$ cat src/core/ppm_pkg.sv
package ppm_pkg;

  localparam int unsigned PPM_NPINS     = 6;
  localparam int unsigned PPM_AW        = 8;

  // Register byte offsets on the APB slave
  localparam logic [7:0]  PPM_OFF_LATCH = 8'h00;
  localparam logic [7:0]  PPM_OFF_DIR   = 8'h04;
  localparam logic [7:0]  PPM_OFF_PIN   = 8'h08;
  localparam logic [7:0]  PPM_OFF_MCU   = 8'h0c;

  // Control register field positions
  localparam int unsigned PPM_MCU_ISC_LO = 0;
  localparam int unsigned PPM_MCU_ISC_HI = 1;
  localparam int unsigned PPM_MCU_SM_LO  = 3;
  localparam int unsigned PPM_MCU_SM_HI  = 4;
  localparam int unsigned PPM_MCU_SE     = 5;
  localparam int unsigned PPM_MCU_PUD    = 6;

  // Bits 7 and 2 are not writable and read as zero
  localparam logic [7:0]  PPM_MCU_WMASK  = 8'h7b;
  localparam logic [7:0]  PPM_MCU_RST    = 8'h00;
  localparam logic        PPM_BIT_RST    = 1'b0;

  // {direction, latch, pull-up disable} that turns the pull-up on
  localparam logic [2:0]  PPM_PU_PATTERN = 3'h2;

  typedef struct packed {
    logic pullup_override_en;
    logic pullup_override_val;
    logic dir_override_en;
    logic dir_override_val;
    logic outval_override_en;
    logic outval_override_val;
    logic toggle_override_en;
    logic input_en_override_en;
    logic input_en_override_val;
  } ppm_ovr_t;

endpackage : ppm_pkg

$ cat src/core/ppm_port_mux.sv
// Implementation choices: the address map and the APB register port.
`timescale 1ns/1ps
`default_nettype none

module ppm_port_mux
  import ppm_pkg::*;
#(
  parameter int unsigned NPINS = PPM_NPINS
) (
  input  wire logic                pclk,
  input  wire logic                presetn,
  input  wire logic [PPM_AW-1:0]   paddr,
  input  wire logic                psel,
  input  wire logic                penable,
  input  wire logic                pwrite,
  input  wire logic [31:0]         pwdata,
  output logic      [31:0]         prdata,
  output logic                     pready,
  output logic                     pslverr,
  input  wire logic [NPINS-1:0]    pad_in,
  output logic      [NPINS-1:0]    pad_out,
  output logic      [NPINS-1:0]    pad_oe,
  output logic      [NPINS-1:0]    pad_pullup_en,
  output logic      [NPINS-1:0]    pad_analog_tap,
  input  wire ppm_ovr_t [NPINS-1:0] ovr,
  input  wire logic                sleep_clamp,
  output logic      [NPINS-1:0]    alt_fn_raw_input,
  output logic                     global_pullup_disable,
  output logic                     sleep_enable_bit,
  output logic      [1:0]          sleep_mode,
  output logic      [1:0]          ext_irq_sense
);

  function automatic logic ppm_hit(input logic [PPM_AW-1:0] a,
                                   input logic [PPM_AW-1:0] off);
    return a == off;
  endfunction : ppm_hit

  logic [NPINS-1:0] latch_q;
  logic [NPINS-1:0] latch_d;
  logic [NPINS-1:0] dir_q;
  logic [NPINS-1:0] sync1_q;
  logic [NPINS-1:0] pin_q;
  logic [7:0]       mcu_q;
  logic [31:0]      rdata_q;
  logic [31:0]      rdata_d;
  logic             err_q;

  logic             setup_ph;
  logic             acc_wr;
  logic             hit_latch;
  logic             hit_dir;
  logic             hit_pin;
  logic             hit_mcu;
  logic             unmapped;
  logic             latch_write_strobe;
  logic             input_reg_write_strobe;
  logic             direction_write_strobe;
  logic             mcu_write_strobe;
  logic             latch_read_strobe;
  logic             pin_read_strobe;
  logic             direction_read_strobe;
  logic             mcu_read_strobe;
  logic [NPINS-1:0] wdata_pins;
  logic [NPINS-1:0] toggle_vec;
  logic [NPINS-1:0] din;

  assign setup_ph  = psel & ~penable;
  assign acc_wr    = psel & penable & pwrite;
  assign hit_latch = ppm_hit(paddr, PPM_OFF_LATCH);
  assign hit_dir   = ppm_hit(paddr, PPM_OFF_DIR);
  assign hit_pin   = ppm_hit(paddr, PPM_OFF_PIN);
  assign hit_mcu   = ppm_hit(paddr, PPM_OFF_MCU);
  assign unmapped  = ~(hit_latch | hit_dir | hit_pin | hit_mcu);

  assign latch_write_strobe     = acc_wr & hit_latch;
  assign input_reg_write_strobe = acc_wr & hit_pin;
  assign direction_write_strobe = acc_wr & hit_dir;
  assign mcu_write_strobe       = acc_wr & hit_mcu;
  assign latch_read_strobe      = setup_ph & ~pwrite & hit_latch;
  assign pin_read_strobe        = setup_ph & ~pwrite & hit_pin;
  assign direction_read_strobe  = setup_ph & ~pwrite & hit_dir;
  assign mcu_read_strobe        = setup_ph & ~pwrite & hit_mcu;

  assign wdata_pins = pwdata[NPINS-1:0];

  // Read data is latched in the setup cycle so the slave never waits
  assign pready  = 1'b1;
  assign prdata  = rdata_q;
  assign pslverr = psel & penable & err_q;

  always_comb begin
    rdata_d = '0;
    if (latch_read_strobe) begin
      rdata_d[NPINS-1:0] = latch_q;
    end else if (direction_read_strobe) begin
      rdata_d[NPINS-1:0] = dir_q;
    end else if (pin_read_strobe) begin
      rdata_d[NPINS-1:0] = pin_q;
    end else if (mcu_read_strobe) begin
      rdata_d[7:0] = mcu_q & PPM_MCU_WMASK;
    end
  end

  always_ff @(posedge pclk or negedge presetn) begin
    if (!presetn) begin
      rdata_q <= '0;
      err_q   <= 1'b0;
    end else if (setup_ph) begin
      rdata_q <= rdata_d;
      err_q   <= unmapped;
    end
  end

  // Control register, pull-up disable at bit 6
  always_ff @(posedge pclk or negedge presetn) begin
    if (!presetn) begin
      mcu_q <= PPM_MCU_RST;
    end else if (mcu_write_strobe) begin
      mcu_q <= pwdata[7:0] & PPM_MCU_WMASK;
    end
  end

  assign global_pullup_disable = mcu_q[PPM_MCU_PUD];
  assign sleep_enable_bit      = mcu_q[PPM_MCU_SE];
  assign sleep_mode            = {mcu_q[PPM_MCU_SM_HI], mcu_q[PPM_MCU_SM_LO]};
  assign ext_irq_sense         = {mcu_q[PPM_MCU_ISC_HI], mcu_q[PPM_MCU_ISC_LO]};

  always_ff @(posedge pclk or negedge presetn) begin
    if (!presetn) begin
      dir_q <= {NPINS{PPM_BIT_RST}};
    end else if (direction_write_strobe) begin
      dir_q <= wdata_pins;
    end
  end

  always_comb begin
    latch_d = latch_write_strobe ? wdata_pins : latch_q;
    if (input_reg_write_strobe) begin
      latch_d = latch_d ^ wdata_pins;
    end
    // Peripheral toggle applies after any write
    latch_d = latch_d ^ toggle_vec;
  end

  always_ff @(posedge pclk or negedge presetn) begin
    if (!presetn) begin
      latch_q <= {NPINS{PPM_BIT_RST}};
    end else begin
      latch_q <= latch_d;
    end
  end

  // Clamped input costs two cycles of latency before software sees it
  always_ff @(posedge pclk or negedge presetn) begin
    if (!presetn) begin
      sync1_q <= '0;
      pin_q   <= '0;
    end else begin
      sync1_q <= din;
      pin_q   <= sync1_q;
    end
  end

  // Override inputs arrive ready-made per pin
  for (genvar i = 0; i < NPINS; i++) begin : g_pin
    logic pu_plain;
    logic oe;
    logic ie;

    assign pu_plain = ({dir_q[i], latch_q[i], global_pullup_disable} == PPM_PU_PATTERN);

    assign pad_pullup_en[i] = ovr[i].pullup_override_en ? ovr[i].pullup_override_val
                                                        : pu_plain;

    assign oe = ovr[i].dir_override_en ? ovr[i].dir_override_val : dir_q[i];
    assign pad_oe[i] = oe;

    assign pad_out[i] = oe & (ovr[i].outval_override_en ? ovr[i].outval_override_val
                                                        : latch_q[i]);

    assign toggle_vec[i] = ovr[i].toggle_override_en;

    assign ie = ovr[i].input_en_override_en ? ovr[i].input_en_override_val
                                            : ~sleep_clamp;
    assign din[i] = pad_in[i] & ie;

    assign alt_fn_raw_input[i] = din[i];

    // Analog tap; only the pad-to-peripheral sense is modelled
    assign pad_analog_tap[i] = pad_in[i];
  end

  for (genvar k = 0; k < NPINS; k++) begin : g_chk

  end
endmodule : ppm_port_mux

`default_nettype wire

$ cat config.mk
export PLATFORM = sky130hd
export DESIGN_NAME = ppm_port_mux
export DESIGN_NICKNAME = d
export VERILOG_FILES = /design/src/core/ppm_pkg.sv /design/src/core/ppm_port_mux.sv
export SDC_FILE = /design/constraint.sdc
export NUM_CORES = 1
export LEC_CHECK = 0
export BUFFER_PORTS_ARGS = -buffer_cell sky130_fd_sc_hd__buf_2
export CAP_MARGIN = 20
export CORE_MARGIN = 3
export CORE_UTILIZATION = 44
export DETAILED_ROUTE_END_ITERATION = 12
export GPL_ROUTABILITY_DRIVEN = 0
export GPL_TIMING_DRIVEN = 0
export PLACE_DENSITY = 0.87
export REMOVE_ABC_BUFFERS = 1
export SLEW_MARGIN = 20
export SYNTH_ARGS = -nofsm -noshare
export SYNTH_HDL_FRONTEND = slang
export SYNTH_SLANG_ARGS = --single-unit
$ cat constraint.sdc
create_clock -name pclk -period 1.9 [get_ports pclk]
set_clock_uncertainty 0.15 [all_clocks]
set_input_delay 0.19 -clock pclk [delete_from_list [all_inputs] [get_ports pclk]]
set_output_delay 0.19 -clock pclk [all_outputs]
set_load 0.05 [all_outputs]
# Word-level counts from Yosys, hierarchy flattened
# Cells that the tools add are included.
[word_totals]
ff_bits = 39
inputBits = 106
out_inout_bits = 70
wordCells = 84
[op_classes]
n_eq_ne = 9
muxes = 33
n_bitwise = 34
reduce_logical = 1
[op_table]
columns = ["op", "count"]
rows = [
  ["$mux W6", 5],
  ["$mux W1", 26],
  ["$and A1 B1 Y1", 25],
  ["$eq A3 B2 Y1 const B", 6],
  ["$eq A8 B4 Y1 const B", 2],
  ["$xor A6 B6 Y6", 2],
  ["$eq A8 B3 Y1 const B", 1],
  ["$logic_not A8 Y1", 1],
  ["$mux W7", 1],
  ["$not A1 Y1", 4],
  ["$or A1 B1 Y1", 3],
  ["$mux W2", 1],
]

# Depth between registers and ports, before layout
# Gate-level depths: netlist (run 1).
[depth]
depth_word = 8
ltp_mapped = 6
ltp_nobuf = 4

# Least setup slack after synthesis (run 1)
# No wires, ideal clock.
[synth_timing]
path_kind = "register to output"
start = "register mcu_q[6]"
end = "output pad_pullup_en[0]"
t_arrival_ns = 2.454
required_ns = 1.560
path_slack_ns = -0.894
stages_incl_launch_ff = 3
n_path_buf = 1
path_cell_list = "dfrtp_1 clkbuf_1 o41ai_1"
[synth_between]
elab_chain_len = 2
[synth_rtl]
columns = ["element", "line", "source"]
rows = [
  ["start: declaration", "ppm_port_mux.sv:44", "logic [7:0] mcu_q;"],
  ["start signal: assignment", "ppm_port_mux.sv:120", "mcu_q <= pwdata[7:0] & PPM_MCU_WMASK;"],
  ["$eq A3 B2 Y1", "ppm_port_mux.sv:171", "assign pu_plain = ({dir_q[i], latch_q[i], global_pullup_disable} == PPM_PU_PATTERN);"],
  ["$mux W1", "ppm_port_mux.sv:173", "assign pad_pullup_en[i] = ovr[i].pullup_override_en ? ovr[i].pullup_override_val"],
  ["end: declaration", "ppm_port_mux.sv:23", "output logic [NPINS-1:0] pad_pullup_en,"],
]
# Every way passes these cells.

# Worst setup path in the final report (run 1)
[layout_timing]
start = "register latch_q[0]"
end = "output pad_pullup_en[0]"
[layout_between]
elab_chain_len = 2
[layout_rtl]
columns = ["element", "line", "source"]
rows = [
  ["start: declaration", "ppm_port_mux.sv:39", "logic [NPINS-1:0] latch_q;"],
  ["start signal: assignment", "ppm_port_mux.sv:148", "latch_q <= {NPINS{PPM_BIT_RST}};"],
  ["start signal: assignment", "ppm_port_mux.sv:150", "latch_q <= latch_d;"],
  ["$eq A3 B2 Y1", "ppm_port_mux.sv:171", ""],
  ["$mux W1", "ppm_port_mux.sv:173", ""],
]
# Every way passes these cells.

==> run_results.csv, run 1 <==
group,metric,value,unit
status,status,"completed",
drt,drt-initial-drc-count,69,
timing,grt_setup_unrepaired,"false",
pwr,leakage,1.64,nW
global_routing,grt_antenna_before_repair,0,
yosys,synth_edf_count,0,
pwr,power_per_cell_area,816,mW/mm2
setup_path,crit_chain,"inv_1 > o41ai_1 > clkbuf_4",
floorplan,core,0.00491,mm2
timing,final-max-slew-violation-count,0,
pwr,power_switching,0.973,mW
pwr,p_int,1.50,mW
timing,finalSetupViolCount,0,
layout,fillers,422,
clocking,clock_tree.root_cell,"sky130_fd_sc_hd__clkbuf_8",
timing,period_share,95.6,%
drt,post-route-drc-count,0,
run,drv_cap,0,
drt,drt_pass1_iterations,4,
layout,seq_area,952,um2
yosys,number_of_synthesized_register_bits,38,
worst_hold_path,holdCritPathClass,"in -> reg",
yosys,post_synth_num_cell_types,27,
drt,drt-vias-per-instance,4.75,
floorplan,die_w,78.7,um
setup_path,critPathCaptureType,"output port",
timing,max_freq,0.550,GHz
global_routing,grt_first_pass_wirelength,9170,um
pwr,seqPwrFrac,39.8,%
clocking,clk_latency,0.28,ns
layout,stdcell_count,421,
global_routing,number_of_global_route_vias_before_repair,2058,
drt,wl_per_cell,13.8,um
setup_path,worstPathRequired,1.56,ns
floorplan,num_rows,25,
clocking,cts_made_buffers,5,
setup_path,worstPathMaxFanout,4,
clocking,cts.htree.levels,2,
clocking,cts_setup_buffers,0,
timing,final-hold-violation-count,0,
pwr,pwr-share-comb,37.6,%
floorplan,fp.dieH,78.7,um
layout,postLayoutCellArea,0.00303,mm2
global_routing,grt_max_degree,39,
yosys,avgSynthCellArea,10.1,um2
timing,worst_slew_margin_rel,43.8,%
yosys,post_syn_area,0.00233,mm2
setup_path,cp.arrival,1.48,ns
pwr,p_sw_share,39.3,%
yosys,synth-main-ff-cell,"sky130_fd_sc_hd__dfrtp_1",
placed_design,dp_hpwl,4480,um
timing,finalCriticalPeriod,1.82,ns
placed_design,placed_cell_area,0.00280,mm2
placed_design,placed_cells,400,
floorplan,io_pins,176,
drt,routed-via-count,1999,
layout,area_growth,30.4,%
drt,finalWirelength,5820,um
yosys,asyncSetResetFlopFracSynth,100,%
layout,drive_above_1_share,45.2,%
setup_path,timing.critical_path.from_type,"flop",
yosys,post_synth_inst_count,231,
global_routing,overflow,0,
placed_design,io_buffer_count,124,
setup_path,worst_path_max_delay_cell,"sky130_fd_sc_hd__dfrtp_1",
clocking,numClockSinks,38,
layout,num-nets-final,459,
pwr,power_frac_clock,22.5,%
layout,antenna_cells,0,
clocking,clk_path_buf_depth,2,
setup_path,cpPeakStageDelay,0.41,ns
clocking,clk_transition_reported_paths,0.07,ns
yosys,portion_of_the_post_synthesis_area_used_by_sequential_elements,40.9,%
clocking,cts_tree,"built",
floorplan,floorplan.die_area,0.00619,mm2
layout,multiInputGateArea,0.00111,mm2
global_routing,globalRouteTotalUtil,18.9,%
timing,max_slew.worst_pin.slew,0.844,ns
timing,final_sum_of_negative_setup_slack,0,ns
drt,route.antenna.remaining_nets,0,
yosys,yosysWarningCount,0,
pwr,power.ir.vdd_worst,0.000381,V
floorplan,initial_utilization,47.4,%
setup_path,path_class,"reg -> out",
worst max-delay path: cells and delay by family (launching register included):
kind / cells / cell delay (ns)
AO/OA/AOI/OAI: 1 / 0.38
buffers and inverters: 2 / 0.39
flip-flops: 1 / 0.41
synthesized netlist by cell type (2+ instances only):
cell type / number / share of area, %
sky130_fd_sc_hd__o21ai_0: 19 / 4.1
sky130_fd_sc_hd__mux4_2: 5 / 4.8
sky130_fd_sc_hd__mux2_2: 19 / 9.2
sky130_fd_sc_hd__nand4_4: 2 / 1.8
sky130_fd_sc_hd__inv_1: 11 / 1.8
sky130_fd_sc_hd__o41ai_1: 5 / 1.9
sky130_fd_sc_hd__buf_4: 38 / 12
sky130_fd_sc_hd__buf_2: 2 / 0.43
sky130_fd_sc_hd__nor2_1: 3 / 0.48
sky130_fd_sc_hd__a41oi_1: 6 / 2.3
sky130_fd_sc_hd__and2_1: 12 / 3.2
sky130_fd_sc_hd__dfrtp_1: 38 / 41
sky130_fd_sc_hd__nand3_1: 7 / 1.5
sky130_fd_sc_hd__xor2_1: 6 / 2.3
sky130_fd_sc_hd__o31ai_1: 7 / 2.3
sky130_fd_sc_hd__nand2b_1: 2 / 0.54
sky130_fd_sc_hd__conb_1: 2 / 0.32
sky130_fd_sc_hd__clkbuf_1: 6 / 0.97
sky130_fd_sc_hd__nand2_1: 26 / 4.2
sky130_fd_sc_hd__and3_1: 3 / 0.81
sky130_fd_sc_hd__a21oi_1: 6 / 1.3
cell usage in the layout (no fill, tap or decap), drive strengths merged, types with 10 or more instances in the layout:
| master | instances |
|---|---|
| buf | 121 |
| dfrtp | 38 |
| nand2 | 26 |
| conb | 26 |
| o21ai | 19 |
| mux2 | 19 |
| dlygate4sd3 | 13 |
| and2 | 13 |
| inv | 11 |
| clkbuf | 10 |
final timing paths:
| check | startpoint | end | slack [ns] | cells past startpoint |
|---|---|---|---|---|
| setup reg to reg | latch_q[5] | prdata[5] | 0.54 | 3 |
| hold / removal | pwdata[2] | dir_q[2] | 0.04 | 2 |
| max in group asynchronous | presetn | mcu_q[6] | 0.62 | 2 |
| min in group asynchronous | presetn | err_q | 0.39 | 2 |
| hold reg to reg | sync1_q[1] | pin_q[1] | 0.21 | 0 |
| setup / recovery | latch_q[0] | pad_pullup_en[0] | 0.08 | 3 |
metrics by stage:
step                      power, mW  hold WS, ns  setup WS, ns  utilization, %
after floorplan                1.61       -0.256        -0.795               -
after global placement         1.87        0.178        0.0329            57.1
after detailed placement       1.90        0.189        0.0155            57.1
after CTS                      2.48       0.0261       0.00896            61.6
after global routing           2.62       0.0244       0.00931            61.8
final                          2.48       0.0350        0.0831            61.8
layout make-up:
type	count	area share [%]
clock buffers	7	2.85
well taps	67	2.76
multi-input cells	160	36.5
clock inverters	1	0.165
flip-flops and latches	38	31.4
repair buffers	137	25.0
inverters	11	1.36
logic make-up after synthesis:
kind of cell,Yosys count,share of synthesized area [%]
mux,25,14.5
other cells,2,0.323
xor+xnor,6,2.26
compound gates,44,12.0
simple gates,59,14.6
buf+inv,57,15.4
flops,38,40.9
state kept, by name, summed over array words and instances (netlist names):
register  flops
prdata        7
dir_q         6
latch_q       6
mcu_q         6
pin_q         6
sync1_q       6
err_q         1
what timing repair did:
item,4_1_cts,5_1_grt
hold buffers,13,0
endpoints found under the hold margin,50,0
resized for setup,0,4
endpoints found under the setup margin,0,5
layer usage:
metal  share of wire, %  track usage (%)  vias to the layer above  wire [um]
met5                  0                0                        -          0
met4                1.6             8.22                        0         94
met3                7.5             5.10                       10        434
met2                 54             34.2                       91       3110
met1                 37             20.6                      910       2170
li1                   -                -                      988          -
power groups by stage:
| stage | Combinational, mW | Sequential, mW | Clock, mW |
|---|---|---|---|
| 2_1_floorplan | 0.638 | 0.976 | 0 |
| 3_3_place_gp | 0.876 | 0.992 | 0 |
| 3_5_place_dp | 0.898 | 1.00 | 0 |
| 4_1_cts | 0.924 | 0.985 | 0.576 |
| 5_1_grt | 1.01 | 0.996 | 0.617 |
| 6_report | 0.932 | 0.987 | 0.557 |
No activity file was read; power rests on OpenSTA's default activity.
==> inputs of run 2 (changes only) <==
==> constraint.sdc (replaced) <==
create_clock -name pclk -period 2.2 [get_ports pclk]
set_clock_uncertainty 0.15 [all_clocks]
set_input_delay 0.22 -clock pclk [delete_from_list [all_inputs] [get_ports pclk]]
set_output_delay 0.22 -clock pclk [all_outputs]
set_load 0.05 [all_outputs]
==> run 2 against run 1 <==
Effect of this change:
- via count fell by 0.30%
- final area fell by 2.3%
- routed wire length fell by 1.3%
- sequential share of layout area rose by 0.69 points
- die area did not move
- register-to-register slack improved by 0.30 ns
- critical path type unchanged
==> run_results.csv, run 2 (synthesized netlist as in run 1, its figures left out) <==
group,metric,value,unit
setup_path,cpPeakStageDelay,0.52,ns
clocking,numClockSinks,38,
drt,drt_pass1_iterations,5,
timing,period_share,86.7,%
layout,num-nets-final,453,
global_routing,globalRouteTotalUtil,18.6,%
timing,final.setup.worst_slack,0.293,ns
timing,final-hold-violation-count,0,
global_routing,grt_max_degree,39,
setup_path,worst_path_max_delay_cell,"sky130_fd_sc_hd__dfrtp_1",
placed_design,dp_hpwl,4480,um
clocking,clock_tree.root_cell,"sky130_fd_sc_hd__clkbuf_8",
global_routing,grt_antenna_before_repair,0,
layout,seq_area,951,um2
setup_path,crit_chain,"o41ai_1 > buf_2",
layout,fillers,431,
clocking,cts_tree,"built",
layout,layout.cells.most_common_list,"124 x sky130_fd_sc_hd__buf_2, 38 x sky130_fd_sc_hd__dfrtp_1, 26 x sky130_fd_sc_hd__nand2_1, 26 x sky130_fd_sc_hd__conb_1",
timing,final-max-slew-violation-count,0,
layout,mostFrequentLayoutCell,"sky130_fd_sc_hd__buf_2",
setup_path,worstPathRequired,1.83,ns
global_routing,overflow,0,
layout,drive_above_1_share,45.7,%
timing,max_slew.worst_pin.slew,0.841,ns
clocking,cts.htree.levels,2,
placed_design,place_worst_setup_slack,0.285,ns
pwr,power.ir.vdd_worst,0.000328,V
floorplan,fp.dieH,78.7,um
timing,max_freq,0.524,GHz
drt,route.antenna.remaining_nets,0,
timing,finalSetupViolCount,0,
pwr,leakage,1.61,nW
setup_path,critPathCaptureType,"output port",
placed_design,placed_cells,400,
floorplan,initial_utilization,47.4,%
setup_path,ff2ff_path_depth,3,
setup_path,timing.critical_path.from_type,"flop",
worst_hold_path,holdCritPathClass,"in -> reg",
clocking,cts_made_buffers,5,
drt,post-route-drc-count,0,
pwr,power.total,2.12,mW
run,drv_cap,0,
drt,drt-initial-drc-count,74,
clocking,clk_transition_reported_paths,0.07,ns
timing,finalCriticalPeriod,1.91,ns
floorplan,floorplan.die_area,0.00619,mm2
timing,worst_slew_margin_rel,43.9,%
floorplan,die_w,78.7,um
setup_path,cp.arrival,1.54,ns
clocking,clk_latency,0.28,ns
setup_path,worstPathMaxFanout,9,
drt,routed-via-count,1993,
layout,area_growth,27.4,%
pwr,power_per_cell_area,716,mW/mm2
floorplan,io_pins,176,
drt,finalWirelength,5740,um
drt,drt-vias-per-instance,4.80,
worst_hold_path,hold_path_depth,2,
global_routing,number_of_global_route_vias_before_repair,2021,
status,status,"completed",
floorplan,num_rows,25,
drt,wl_per_cell,13.8,um
layout,multiInputGateArea,0.00111,mm2
placed_design,io_buffer_count,124,
layout,stdcell_count,415,
timing,hold_slack,0.0170,ns
floorplan,core,0.00491,mm2
clocking,clk_path_buf_depth,2,
clocking,post_cts_resize_count,0,
setup_path,path_class,"reg -> out",
layout,largest_register_ff_count,7,
timing,grt_setup_unrepaired,"false",
global_routing,grt_first_pass_wirelength,9000,um
layout,antenna_cells,0,
==> run 2: metrics by stage <==
step / utilization [%] / TNS [ns] / cell area (um2)
after floorplan: - / -2.71 / 2100
after global placement: 57.1 / 0 / 2800
after detailed placement: 57.1 / 0 / 2800
after CTS: 60.4 / 0 / 2960
after global routing: 60.4 / 0 / 2960
final: 60.4 / 0 / 2960
==> run 2: power breakdown <==
| group | switching [mW] | internal [mW] |
|---|---|---|
| sequential | 0.0759 | 0.774 |
| clock | 0.228 | 0.253 |
| combinational | 0.532 | 0.258 |
==> run 2: final timing paths <==
| kind | from | end | slack [ns] |
|---|---|---|---|
| setup / recovery | mcu_q[6] | pad_pullup_en[0] | 0.29 |
| hold / removal | pwdata[6] | mcu_q[6] | 0.02 |
| setup reg to reg | latch_q[5] | prdata[5] | 0.84 |
| hold reg to reg | sync1_q[1] | pin_q[1] | 0.21 |
| max in group asynchronous | presetn | sync1_q[0] | 0.95 |
| min in group asynchronous | presetn | err_q | 0.42 |
==> run 2: repair_timing <==
item | in CTS | in global routing
hold endpoints to repair | 44 | 0
hold buffers | 7 | 0
buffers inserted | 0 | 0
==> run 2: final cells by class <==
class / instances / share of cell area, %
Timing Repair Buffer: 131 / 23.3
Tap cell: 67 / 2.83
Multi-Input combinational cell: 160 / 37.3
Inverter: 11 / 1.39
Clock buffer: 7 / 2.91
Clock inverter: 1 / 0.169
Sequential cell: 38 / 32.1
==> run 2: routing by layer <==
layer	share of wire (%)	global-route usage, %	vias up	wire (um)
li1	-	-	976	-
met1	36	20.1	906	2090
met2	54	33.7	101	3090
met3	8.2	5.10	10	471
met4	1.6	8.22	0	94
met5	0	0	-	0
==> run 2: worst max-delay path: cells and delay by family (launching register included) <==
family                 cells  cell delay (ns)
flip-flops                 1             0.52
AO/OA/AOI/OAI              1             0.40
buffers and inverters      1             0.33
==> inputs of run 3 (changes only) <==
--- a/config.mk
+++ b/config.mk
@@ -5,7 +5,7 @@
 export SDC_FILE = /design/constraint.sdc
 export NUM_CORES = 1
 export LEC_CHECK = 0
-export BUFFER_PORTS_ARGS = -buffer_cell sky130_fd_sc_hd__buf_2
+export BUFFER_PORTS_ARGS = -buffer_cell sky130_fd_sc_hd__clkbuf_2
 export CAP_MARGIN = 20
 export CORE_MARGIN = 3
 export CORE_UTILIZATION = 44
==> run 3 against run 2 <==
Effect of this change:
- cell count unchanged
- critical path depth is the same
- register-to-register slack about the same
- hold slack better by 0.0039 ns
- setup slack worse by 0.10 ns
- flip-flop and latch count unchanged
- non-clock buffer count unchanged
- sequential share of layout area about the same
- via count up 0.90%
- critical endpoint unchanged
- largest power group unchanged
- highest routed layer unchanged
==> run_results.csv, run 3 (synthesized netlist as in run 1, its figures left out) <==
group,metric,value,unit
status,status,"completed",
setup_path,worstPathRequired,1.83,ns
clocking,numClockSinks,38,
drt,route.antenna.remaining_nets,0,
floorplan,io_pins,176,
drt,post-route-drc-count,0,
drt,drt_pass1_iterations,4,
clocking,cts_made_buffers,5,
timing,max_freq,0.498,GHz
clocking,post_cts_resize_count,0,
pwr,power.ir.vdd_worst,0.000350,V
run,drv_cap,0,
setup_path,critPathCaptureType,"output port",
placed_design,io_buffer_count,124,
timing,final-max-slew-violation-count,0,
global_routing,number_of_global_route_vias_before_repair,1878,
clocking,clock_tree.root_cell,"sky130_fd_sc_hd__clkbuf_8",
timing,grt_setup_unrepaired,"false",
timing,worst_slew_margin_rel,39.4,%
timing,max_slew.worst_pin.slew,0.909,ns
clocking,clk_latency,0.29,ns
timing,finalCriticalPeriod,2.01,ns
global_routing,grt_first_pass_wirelength,8900,um
clocking,cts_setup_buffers,0,
worst_hold_path,holdCritPathClass,"in -> reg",
floorplan,die_w,78.7,um
clocking,clk_transition_reported_paths,0.08,ns
layout,fillers,435,
placed_design,dp_hpwl,4580,um
layout,num-nets-final,453,
floorplan,initial_utilization,47.4,%
clocking,cts.htree.levels,2,
layout,largest_register_ff_count,7,
floorplan,num_rows,25,
drt,routed-via-count,2011,
layout,drive_above_1_share,46.0,%
timing,period_share,91.3,%
drt,drt-vias-per-instance,4.85,
global_routing,globalRouteTotalUtil,18.2,%
pwr,power_per_cell_area,720,mW/mm2
drt,drt-initial-drc-count,142,
clocking,cts_tree,"built",
global_routing,overflow,0,
floorplan,core,0.00491,mm2
layout,antenna_cells,0,
drt,finalWirelength,5760,um
floorplan,fp.dieH,78.7,um
timing,finalSetupViolCount,0,
layout,layout.cells.most_common_list,"124 x sky130_fd_sc_hd__clkbuf_2, 38 x sky130_fd_sc_hd__dfrtp_1, 26 x sky130_fd_sc_hd__nand2_1, 26 x sky130_fd_sc_hd__conb_1",
layout,multiInputGateArea,0.00111,mm2
clocking,clk_path_buf_depth,2,
global_routing,grt_max_degree,39,
placed_design,place_worst_setup_slack,0.272,ns
pwr,leakage,1.61,nW
setup_path,r2r_slack,0.84,ns
layout,area_growth,27.6,%
floorplan,floorplan.die_area,0.00619,mm2
setup_path,path_class,"reg -> out",
setup_path,worstPathMaxFanout,9,
placed_design,placed_cells,400,
setup_path,timing.critical_path.from_type,"flop",
layout,stdcell_count,415,
layout,mostFrequentLayoutCell,"sky130_fd_sc_hd__clkbuf_2",
drt,wl_per_cell,13.9,um
timing,final-hold-violation-count,0,
global_routing,grt_antenna_before_repair,0,
timing,final.setup.worst_slack,0.191,ns
layout,seq_area,951,um2
setup_path,cp.arrival,1.64,ns
clocking,cts_hold_buffers,7,
## run 3: critical path: stages, from the launching register on
cell,delay [ns]
sky130_fd_sc_hd__dfrtp_1,0.55
sky130_fd_sc_hd__o41ai_1,0.46
sky130_fd_sc_hd__clkbuf_2,0.35
## run 3: power by group
part	leakage (nW)	switching [mW]	internal (mW)	total [mW]
clock network	0.0472	0.245	0.252	0.496
registers	0.503	0.0776	0.774	0.852
logic	1.06	0.534	0.256	0.790
total	1.61	0.856	1.28	2.14
## run 3: through the flow
| stage | total power, mW | setup TNS, ns | hold WS, ns | instance area (um2) | utilization, % |
|---|---|---|---|---|---|
| detailed placement | 1.64 | 0 | 0.185 | 2800 | 57.1 |
| CTS | 2.15 | 0 | 0.0191 | 2970 | 60.4 |
| finish | 2.14 | 0 | 0.0209 | 2970 | 60.4 |
| global route | 2.25 | 0 | 0.0334 | 2970 | 60.4 |
| global placement | 1.61 | 0 | 0.182 | 2800 | 57.1 |
| floorplan | 1.39 | -2.71 | -0.226 | 2100 | - |
## run 3: path summary, 6_finish.rpt
kind / start / endpoint / cells after the start
setup / recovery: mcu_q[6] / pad_pullup_en[0] / 2
min in group asynchronous: presetn / prdata[4] / 2
hold / removal: pad_in[3] / sync1_q[3] / 2
setup reg to reg: latch_q[5] / prdata[5] / 3
max in group asynchronous: presetn / latch_q[3] / 2
hold reg to reg: sync1_q[2] / pin_q[2] / 0
## run 3: metal layers
| metal | wire length [um] | vias to the layer above | share of wire (%) | track usage (%) |
|---|---|---|---|---|
| li1 | - | 977 | - | - |
| met1 | 2050 | 919 | 36 | 21.0 |
| met2 | 3130 | 111 | 54 | 34.2 |
| met3 | 545 | 4 | 9.5 | 3.74 |
| met4 | 34 | 0 | 0.59 | 4.20 |
| met5 | 0 | - | 0 | 0 |
## run 3: layout make-up
cell class	instances	share of cell area, %
well taps	67	2.82
inverters	11	1.39
flip-flops and latches	38	32.0
repair buffers	131	23.3
clock buffers	6	2.78
clock inverters	2	0.422
multi-input cells	160	37.3
